--- config.mk ---
export PLATFORM = sky130hd
export DESIGN_NAME = rmr_top
export DESIGN_NICKNAME = d
export VERILOG_FILES = /design/src/core/rmr_pkg.sv /design/src/core/rmr_cfg_if.sv /design/src/core/rmr_depth_dec.sv /design/src/core/rmr_origin_sel.sv /design/src/core/rmr_top.sv
export VERILOG_INCLUDE_DIRS = /design/src /design/src/core
export SDC_FILE = /design/constraint.sdc
export NUM_CORES = 1
export LEC_CHECK = 0
export ABC_AREA = 0
export BUFFER_PORTS_ARGS = -buffer_cell sky130_fd_sc_hd__buf_2
export CAP_MARGIN = 20
export CORE_MARGIN = 2
export CORE_UTILIZATION = 30
export CTS_CLUSTER_SIZE = 30
export DETAILED_ROUTE_END_ITERATION = 10
export PLACE_DENSITY_LB_ADDON = 0.08
export SLEW_MARGIN = 0
export SYNTH_ARGS = -nofsm -noshare
export SYNTH_HDL_FRONTEND = slang
export SYNTH_SLANG_ARGS = --single-unit
--- constraint.sdc ---
create_clock -name clock -period 3.2 [get_ports clock]
set_input_delay 0.64 -clock clock [delete_from_list [all_inputs] [get_ports clock]]
set_output_delay 0.64 -clock clock [all_outputs]
set_load 0.02 [all_outputs]
--- src/core/rmr_defs.svh ---
// constants for the rendering mode register block
// assumes a 32-bit avalon-mm slave port with byte addressing
`ifndef RMR_DEFS_SVH
`define RMR_DEFS_SVH

`define RMR_AW 4
`define RMR_DW 32
`define RMR_BEW 4
`define RMR_REG_W 16
`define RMR_ADDR_W 20
`define RMR_XW_W 11

`define RMR_OFS_MODE 4'h0
`define RMR_OFS_STAT 4'h4

`define RMR_SEL_BIT 15
`define RMR_MW_BIT 6
`define RMR_DM_HI 2
`define RMR_DM_LO 0
`define RMR_RSV_HI_TOP 14
`define RMR_RSV_HI_BOT 7
`define RMR_RSV_LO_TOP 5
`define RMR_RSV_LO_BOT 3
`define RMR_BE_SEL 1
`define RMR_BE_LOW 0

`define RMR_ST_BUSY_WR 0
`define RMR_ST_CONFLICT 1
`define RMR_ST_BUSY 2
`define RMR_ST_FG16 3
`define RMR_ST_BG16 4
`define RMR_ST_RND16 5

`define RMR_SEL_RESET 1'h0
`define RMR_FLAG_RESET 1'h0
`define RMR_XW_NARROW 11'h200
`define RMR_XW_WIDE 11'h400

`endif

--- src/core/rmr_pkg.sv ---
// types and shared decode functions for the rendering mode register block
// assumes rmr_defs.svh for field positions
package rmr_pkg;
	typedef enum logic [1:0] {
		RMR_IDLE = 2'b01,
		RMR_ACK = 2'b10
	} rmr_bus_state_t;

	typedef struct packed {
		logic fg_16;
		logic bg_16;
		logic rnd_16;
	} rmr_depth_t;

	// one bit per layer: 1 means 16 bits/pixel, 0 means 8 bits/pixel
	function automatic rmr_depth_t rmr_decode_depth(input logic [2:0] code);
		rmr_depth_t d;
		case (code)
			3'h0: d = '{1'b0, 1'b0, 1'b0};
			3'h1: d = '{1'b1, 1'b1, 1'b1};
			3'h2: d = '{1'b0, 1'b1, 1'b0};
			3'h3: d = '{1'b1, 1'b0, 1'b1};
			3'h4: d = '{1'b0, 1'b0, 1'b1};
			3'h5: d = '{1'b1, 1'b1, 1'b0};
			3'h6: d = '{1'b0, 1'b1, 1'b1};
			default: d = '{1'b1, 1'b0, 1'b0};
		endcase
		return d;
	endfunction : rmr_decode_depth

	// split rendering depth needs the separate drawing origin
	function automatic logic rmr_sel_conflict(input logic sel, input logic [2:0] code);
		return !sel && code[2];
	endfunction : rmr_sel_conflict
endpackage : rmr_pkg

--- src/core/rmr_cfg_if.sv ---
// configuration carrier between the register core and its decoders
// assumes one clock domain; all signals are plain levels
`timescale 1ns/1ps
`include "rmr_defs.svh"
interface rmr_cfg_if;
	logic draw_addr_sel;
	logic mem_width_sel;
	logic [2:0] pixel_depth_mode;
	logic [`RMR_ADDR_W-1:0] disp_addr;
	logic [`RMR_ADDR_W-1:0] draw_addr;
	rmr_pkg::rmr_depth_t depth;
	logic [`RMR_ADDR_W-1:0] origin;
	logic [`RMR_XW_W-1:0] x_width;

	modport core (output draw_addr_sel, mem_width_sel, pixel_depth_mode, disp_addr, draw_addr,
		input depth, origin, x_width);
	modport dec (input pixel_depth_mode, output depth);
	modport org (input draw_addr_sel, mem_width_sel, disp_addr, draw_addr, output origin, x_width);
endinterface : rmr_cfg_if

--- src/core/rmr_depth_dec.sv ---
// per-layer pixel depth decoder
// assumes the depth code is held stable by the register core
`timescale 1ns/1ps
module rmr_depth_dec (
	rmr_cfg_if.dec cfg // depth code in, layer depths out
);
	always_comb begin
		cfg.depth = rmr_pkg::rmr_decode_depth(cfg.pixel_depth_mode);
	end
endmodule : rmr_depth_dec

--- src/core/rmr_origin_sel.sv ---
// drawing origin select and frame memory x width
// assumes both start addresses come from registers elsewhere in the device
`timescale 1ns/1ps
`include "rmr_defs.svh"
module rmr_origin_sel (
	rmr_cfg_if.org cfg // select bits in, origin and width out
);
	always_comb begin
		cfg.origin = cfg.draw_addr_sel ? cfg.draw_addr : cfg.disp_addr;
		cfg.x_width = cfg.mem_width_sel ? `RMR_XW_WIDE : `RMR_XW_NARROW;
	end
endmodule : rmr_origin_sel

--- src/core/rmr_top.sv ---
// rendering mode register with avalon-mm slave and display-list write port
// assumes synchronous inputs, one clock, master holds requests until waitrequest low
`timescale 1ns/1ps
`include "rmr_defs.svh"
module rmr_top (
	input wire logic clock, // 40 MHz system clock
	input wire logic reset, // synchronous, active high
	input wire logic [`RMR_AW-1:0] avs_address, // byte address
	input wire logic avs_read, // read request
	input wire logic avs_write, // write request
	input wire logic [`RMR_DW-1:0] avs_writedata, // write data
	input wire logic [`RMR_BEW-1:0] avs_byteenable, // write byte lanes
	output logic [`RMR_DW-1:0] avs_readdata, // read data
	output logic avs_waitrequest, // high until the answer
	input wire logic dl_wr, // display-list register write strobe
	input wire logic [`RMR_REG_W-1:0] dl_wr_data, // display-list register write value
	input wire logic draw_busy, // drawing engine running
	input wire logic [`RMR_ADDR_W-1:0] disp_start_addr, // display start address
	input wire logic [`RMR_ADDR_W-1:0] draw_start_addr, // drawing start address
	output logic draw_addr_sel, // stored origin select
	output logic mem_width_sel, // stored memory width select
	output logic [2:0] pixel_depth_mode, // stored depth code
	output logic fg_16bpp, // foreground at 16 bits/pixel
	output logic bg_16bpp, // background at 16 bits/pixel
	output logic rnd_16bpp, // rendering at 16 bits/pixel
	output logic [`RMR_XW_W-1:0] x_width, // frame memory x width in pixels
	output logic [`RMR_ADDR_W-1:0] draw_origin // drawing area start address
);
	rmr_pkg::rmr_bus_state_t state;
	rmr_pkg::rmr_bus_state_t next_state;
	logic busy_wr;
	logic bus_req;
	logic wr_mode;
	logic wr_stat;
	logic rd_mode;
	logic [`RMR_DW-1:0] next_readdata;
	rmr_pkg::rmr_depth_t exp_depth;

	rmr_cfg_if cfg ();

	assign cfg.draw_addr_sel = draw_addr_sel;
	assign cfg.mem_width_sel = mem_width_sel;
	assign cfg.pixel_depth_mode = pixel_depth_mode;
	assign cfg.disp_addr = disp_start_addr;
	assign cfg.draw_addr = draw_start_addr;

	rmr_depth_dec u_depth (
		.cfg(cfg.dec)
	);

	rmr_origin_sel u_origin (
		.cfg(cfg.org)
	);

	// ---- bus handshake ----
	assign bus_req = avs_read || avs_write;
	// writes commit only at the edge where waitrequest is seen low
	assign wr_mode = (state == rmr_pkg::RMR_ACK) && avs_write && (avs_address == `RMR_OFS_MODE);
	assign wr_stat = (state == rmr_pkg::RMR_ACK) && avs_write && (avs_address == `RMR_OFS_STAT);
	assign rd_mode = (state == rmr_pkg::RMR_IDLE) && avs_read && (avs_address == `RMR_OFS_MODE);

	always_comb begin
		case (state)
			rmr_pkg::RMR_IDLE: next_state = bus_req ? rmr_pkg::RMR_ACK : rmr_pkg::RMR_IDLE;
			rmr_pkg::RMR_ACK: next_state = rmr_pkg::RMR_IDLE;
			default: next_state = rmr_pkg::RMR_IDLE;
		endcase
	end

	always_ff @(posedge clock) begin
		if (reset) begin
			state <= rmr_pkg::RMR_IDLE;
		end else begin
			state <= next_state;
		end
	end

	always_ff @(posedge clock) begin
		if (reset) begin
			avs_waitrequest <= 1'b1;
		end else begin
			avs_waitrequest <= !((state == rmr_pkg::RMR_IDLE) && bus_req);
		end
	end

	// ---- read mux; reserved and unmapped bits read zero ----
	always_comb begin
		next_readdata = '0;
		case (avs_address)
			`RMR_OFS_MODE: begin
				next_readdata[`RMR_SEL_BIT] = draw_addr_sel;
				next_readdata[`RMR_MW_BIT] = mem_width_sel;
				next_readdata[`RMR_DM_HI:`RMR_DM_LO] = pixel_depth_mode;
			end
			`RMR_OFS_STAT: begin
				next_readdata[`RMR_ST_BUSY_WR] = busy_wr;
				next_readdata[`RMR_ST_CONFLICT] = rmr_pkg::rmr_sel_conflict(draw_addr_sel, pixel_depth_mode);
				next_readdata[`RMR_ST_BUSY] = draw_busy;
				next_readdata[`RMR_ST_FG16] = fg_16bpp;
				next_readdata[`RMR_ST_BG16] = bg_16bpp;
				next_readdata[`RMR_ST_RND16] = rnd_16bpp;
			end
			default: next_readdata = '0;
		endcase
	end

	always_ff @(posedge clock) begin
		if (reset) begin
			avs_readdata <= '0;
		end else if ((state == rmr_pkg::RMR_IDLE) && avs_read) begin
			avs_readdata <= next_readdata;
		end
	end

	// ---- origin select: the only mode register field cleared by reset ----
	// a display-list write wins over a bus write in the same cycle
	always_ff @(posedge clock) begin
		if (reset) begin
			draw_addr_sel <= `RMR_SEL_RESET;
		end else if (dl_wr) begin
			draw_addr_sel <= dl_wr_data[`RMR_SEL_BIT];
		end else if (wr_mode && avs_byteenable[`RMR_BE_SEL]) begin
			draw_addr_sel <= avs_writedata[`RMR_SEL_BIT];
		end
	end

	// width and depth carry no reset so they survive one; power-up value is unknown
	always_ff @(posedge clock) begin
		if (!reset && dl_wr) begin
			mem_width_sel <= dl_wr_data[`RMR_MW_BIT];
			pixel_depth_mode <= dl_wr_data[`RMR_DM_HI:`RMR_DM_LO];
		end else if (!reset && wr_mode && avs_byteenable[`RMR_BE_LOW]) begin
			mem_width_sel <= avs_writedata[`RMR_MW_BIT];
			pixel_depth_mode <= avs_writedata[`RMR_DM_HI:`RMR_DM_LO];
		end
	end

	// ---- sticky flag: bus rewrite while drawing; write one to clear, set wins ----
	always_ff @(posedge clock) begin
		if (reset) begin
			busy_wr <= `RMR_FLAG_RESET;
		end else if (wr_mode && draw_busy) begin
			busy_wr <= 1'b1;
		end else if (wr_stat && avs_byteenable[`RMR_BE_LOW] && avs_writedata[`RMR_ST_BUSY_WR]) begin
			busy_wr <= 1'b0;
		end
	end

	// ---- engine-facing copies, registered so outputs leave flops ----
	always_ff @(posedge clock) begin
		fg_16bpp <= cfg.depth.fg_16;
		bg_16bpp <= cfg.depth.bg_16;
		rnd_16bpp <= cfg.depth.rnd_16;
	end

	always_ff @(posedge clock) begin
		if (reset) begin
			// both restart from quiet values; the mux refills them one cycle after release
			draw_origin <= '0;
			x_width <= `RMR_XW_NARROW;
		end else begin
			draw_origin <= cfg.origin;
			x_width <= cfg.x_width;
		end
	end

	// ---- checks ----
	// expected depths by bit pattern: foreground follows bit 0, the others differ from it by bit 1 or bit 2
	assign exp_depth = {pixel_depth_mode[`RMR_DM_LO], ^pixel_depth_mode[`RMR_DM_LO+1:`RMR_DM_LO],
		pixel_depth_mode[`RMR_DM_HI] ^ pixel_depth_mode[`RMR_DM_LO]};
endmodule : rmr_top

* After elaboration in Yosys (flattened, before gate mapping)
Cells that the tools add are included.
** Word-level totals
- Flip-flop bits (word level) :: 51
- Logic and storage cells :: 61
- Input port bits :: 102
- Output and inout bits :: 72
** Cells by class
- Equal/unequal tests :: 9
- Bitwise logic cells :: 1
- Mux-type cells :: 16
- Reduce and logical (&&, ||, !) cells :: 23
** Operators by type and width (number)
- $pmux 3 s7 :: 1
- $mux 20 :: 1
- $logic_and 1x1->1 :: 13
- $mux 11 :: 1
- $eq 3x3->1 const B :: 3
- $mux 3 :: 3
- $mux 1 :: 8
- $eq 3x2->1 const B :: 2
- $pmux 3 s2 :: 1
- $reduce_bool 2->1 :: 3
- $eq 4x3->1 const B :: 1
- $logic_not 4->1 :: 1
- $eq 3x1->1 const B :: 1
- $logic_not 1->1 :: 3
- $logic_not 3->1 :: 1
- $eq 2x1->1 const B :: 1
- $eq 2x2->1 const B :: 1
- $mux 2 :: 1
- $reduce_or 2->1 :: 1
- $logic_or 1x1->1 :: 1
- $not 1->1 :: 1

* Longest topological paths before layout
- Word-level depth :: 7
- Depth in mapped cells :: 4
- Gate-level depth less buffers :: 4

* Hierarchy
From an unflattened synthesis, not the netlist that was laid out.
** Second synthesis, totals
- Cell total of the unflattened synthesis :: 210
- Area total of the unflattened synthesis :: 2299.7 µm²
** By module, submodules not included
- rmr_top :: cells an instance 165, area an instance 1810.5 µm², seq. area each 1061.0 µm², times used 1
- rmr_origin_sel :: cells an instance 34, area an instance 405.4 µm², seq. area each 0.0 µm², times used 1
- rmr_depth_dec :: cells an instance 11, area an instance 83.8 µm², seq. area each 0.0 µm², times used 1

* Least setup slack after synthesis
OpenSTA, ideal clock, no wires.
- Path kind :: in2reg
- From :: in avs_address[1]
- To :: reg mem_width_sel, enable pin
- Data required time :: 2.871 ns
- Path buffers :: 0
- Stages on the path :: 3
- Library setup time :: 0.329 ns
- Setup slack :: 1.461 ns
- Arrival time :: 1.410 ns
- Path through :: nor4_4 -> a31oi_1 -> nor2_1
** On the way
- Cells in the longest elaborated chain, start to end :: 5
** RTL lines
- start: declaration :: line rmr_top.sv:8 : input wire logic [`RMR_AW-1:0] avs_address,
- $logic_not 4->1
- $logic_and 1x1->1 :: line rmr_top.sv:58 : assign wr_mode = (state == rmr_pkg::RMR_ACK) && avs_write && (avs_address == `RMR_OFS_MODE);
- $logic_and 1x1->1 (2 in a row) :: line rmr_top.sv:132 : end else if (!reset && wr_mode && avs_byteenable[`RMR_BE_LOW]) begin
- $reduce_bool 2->1 (no line)
- end signal: assignment :: line rmr_top.sv:130 : mem_width_sel <= dl_wr_data[`RMR_MW_BIT];
- end signal: assignment :: line rmr_top.sv:133 : mem_width_sel <= avs_writedata[`RMR_MW_BIT];
- end: declaration :: line rmr_top.sv:21 : output logic mem_width_sel,
No other way between the ends.
A chain may end at the register's enable or synchronous reset.

* Worst setup path in the final report
- From :: reg draw_addr_sel
- To :: out draw_addr_sel
** RTL lines
- start: declaration :: line rmr_top.sv:20 : output logic draw_addr_sel,
- start signal: assignment :: line rmr_top.sv:119 : draw_addr_sel <= `RMR_SEL_RESET;
- start signal: assignment :: line rmr_top.sv:121 : draw_addr_sel <= dl_wr_data[`RMR_SEL_BIT];
- start signal: assignment :: line rmr_top.sv:123 : draw_addr_sel <= avs_writedata[`RMR_SEL_BIT];
No word-level cell between the ends.

==> reports/qor.txt <==
Die Ht: 83.2 um
max-capacitance violation count: 0
Routed WL: 4050 um
area grow syn2layout: 28.4%
core box area: 0.00599 mm2
run status: completed
WL met2: 2050 um
Reg2Reg Depth: 3
CP top delay family: flip-flops
Setup Skew: 13.1 ps
actual slew at the worst max-slew pin: 610 ps
endpoints failing hold: 0
Cell Chain, Critical Path: buf_2
Worst path depth: 1
Post-CTS Resized: 0
Slew Viols, Final: 0
vias in the first global route: 1436
First-pass DRT Iterations: 4
slowest cell on the critical path: dfxtp_1
GP Congestion: 0.676
top_reg_cell synth: dfxtp_1
global-route wire length before repair: 6570 um
final hold slack: 449 ps
DIE WIDTH: 83.2 um
met3 wire length: 268 um
Post-Syn Instances: 189
# hold bufs at CTS: 0
clock tree buffer depth: 2
Num CTS Buffers: 5
total die area: 0.00693 mm2
Avg Inst Size Synth: 9.96 um2
worst hold-check path type: flip-flop to flip-flop
H-Tree Depth: 2
crit path capture type: primary output
largest net degree at the start of global routing: 35
leading area contributor after synthesis: dfxtp_1
DR DRC count: 0
I/O pin count: 174
Max FO, Critical Path: 10
Rows: 28
total gr overflow: 0
Area contributors post-synth: dfxtp_1 (40%), buf_4 (13%), mux2i_1 (11%)
hpwl dp: 3230 um
antenna cell count: 0
Reg clk slew, reported paths: 80 ps
leakage: 1.21 nW
fin crit period: 1840 ps
# setup viols final: 0
latest clock arrival within the worst-skew pair: 290 ps
total negative slack: 0 ps
final net count: 395
Synthesis Warnings: 0
ys async rst share: 0%
hold depth: 2
WL/cell: 11.1 um
Root Buffer: clkbuf_8
layout cells sized above 1: 39.8%
sequential share of the synthesized area: 46.8%
fin crit share: 57.5%
gr usage total: 11.7%
met1 WL: 1680 um
number of clock sinks: 42
Pwr Density: 473 mW/mm2
DRT iter0 DRCs: 36
RSZ-0062 raised after global routing: no
crit-path max cell delay: 640 ps
flops & latches, synth: 42
CP arrival: 1200 ps
Mapped Area: 0.00188 mm2
Req. time, crit path: 2560 ps
Setup crit start kind: flip-flop
top sig layer: met4
initial antenna violation count: 0
Via-to-Cell Ratio: 4.17
Post-synth EDFFs: 4
total number of vias: 1519
cell with the most instances after synthesis: dfxtp_1
TritonCTS clock tree: built
Max VDD drop: 0.184 mV
synth unique cells: 30
Initial Util: 31.4%
count of buffers from port buffering: 100
synth cell count leaders: dfxtp_1 (38), buf_4 (33), nor2_1 (25), mux2i_1 (20)
critical path class: flip-flop to primary output
area share of the largest cell type after synthesis: 40.4%
postcts setup bufs: 0
Routed Antenna Nets: 0
FMAX: 0.544 GHz
slew margin rel.: 59.4%
worst path bufs/invs: 1
-- cells by family (layout without fill, tap and decap cells) --
logic type	after synthesis	in the layout	synth area share, %
and+or+nand+nor	55	55	15.6
buffers and inverters	47	115	16.1
DFF	42	42	46.8
muxes	24	24	13.0
AOI/OAI and AO/OA	16	16	5.65
adders and majority gates	4	4	2.66
other	1	33	0.199
-- state kept, by name, summed over array words and instances, names as in the netlist, 2 cells and up --
register	cells
draw_origin	20
pixel_depth_mode	3
x_width	2
avs_readdata	8
state	2
-- cell type report --
type | count | area, um2
fill | 632 | 3570
multi-input combinational | 132 | 820
inverter | 6 | 22.5
sequential | 42 | 881
clock buffer | 7 | 86.3
tap | 75 | 93.8
timing repair buffer | 102 | 515
-- placed cells by master (no fill, tap or decap), drive strengths merged, types with 4 or more instances in the layout --
master and instances:
clkbuf 7, conb 33, a21oi 7, nand2 5, mux2 4, inv 6, edfxtp 4, nand3 7
buf 102, nor3 6, nor2 25, mux2i 20, dfxtp 38, ha 4
-- power breakdown --
part / switching (mW) / internal (mW)
clock network: 0.169 / 0.171
registers: 0.0160 / 0.564
logic: 0.141 / 0.0829
total: 0.326 / 0.819
-- through the flow --
stage | cells | power [mW] | util, % | cell area (um2) | setup WS [ps]
floorplan | 221 | 0.764 | - | 2000 | 1460
global placement | 357 | 0.819 | 38.9 | 2330 | 1080
detailed placement | 357 | 0.820 | 38.9 | 2330 | 1100
CTS | 364 | 1.16 | 40.4 | 2420 | 1330
global route | 364 | 1.21 | 40.4 | 2420 | 1280
finish | 364 | 1.14 | 40.4 | 2420 | 1360
-- layer usage --
| metal | up-vias | track usage, % |
|---|---|---|
| met3 | 4 | 2.78 |
| met1 | 684 | 13.3 |
| li1 | 765 | - |
| met4 | 0 | 4.92 |
| met5 | - | 0 |
| met2 | 66 | 20.7 |
-- final timing paths --
| path | start | endpoint | slack, ps |
|---|---|---|---|
| max | draw_addr_sel$_SDFFE_PP0P_ | draw_addr_sel | 1360 |
| min | avs_readdata[6]$_SDFFE_PP0P_ | avs_readdata[6]$_SDFFE_PP0P_ | 450 |
| max reg2reg | draw_addr_sel$_SDFFE_PP0P_ | draw_origin[12]$_SDFF_PP0_ | 1730 |
| min reg2reg | avs_readdata[6]$_SDFFE_PP0P_ | avs_readdata[6]$_SDFFE_PP0P_ | 450 |
No activity file was read; power rests on OpenSTA's default activity.
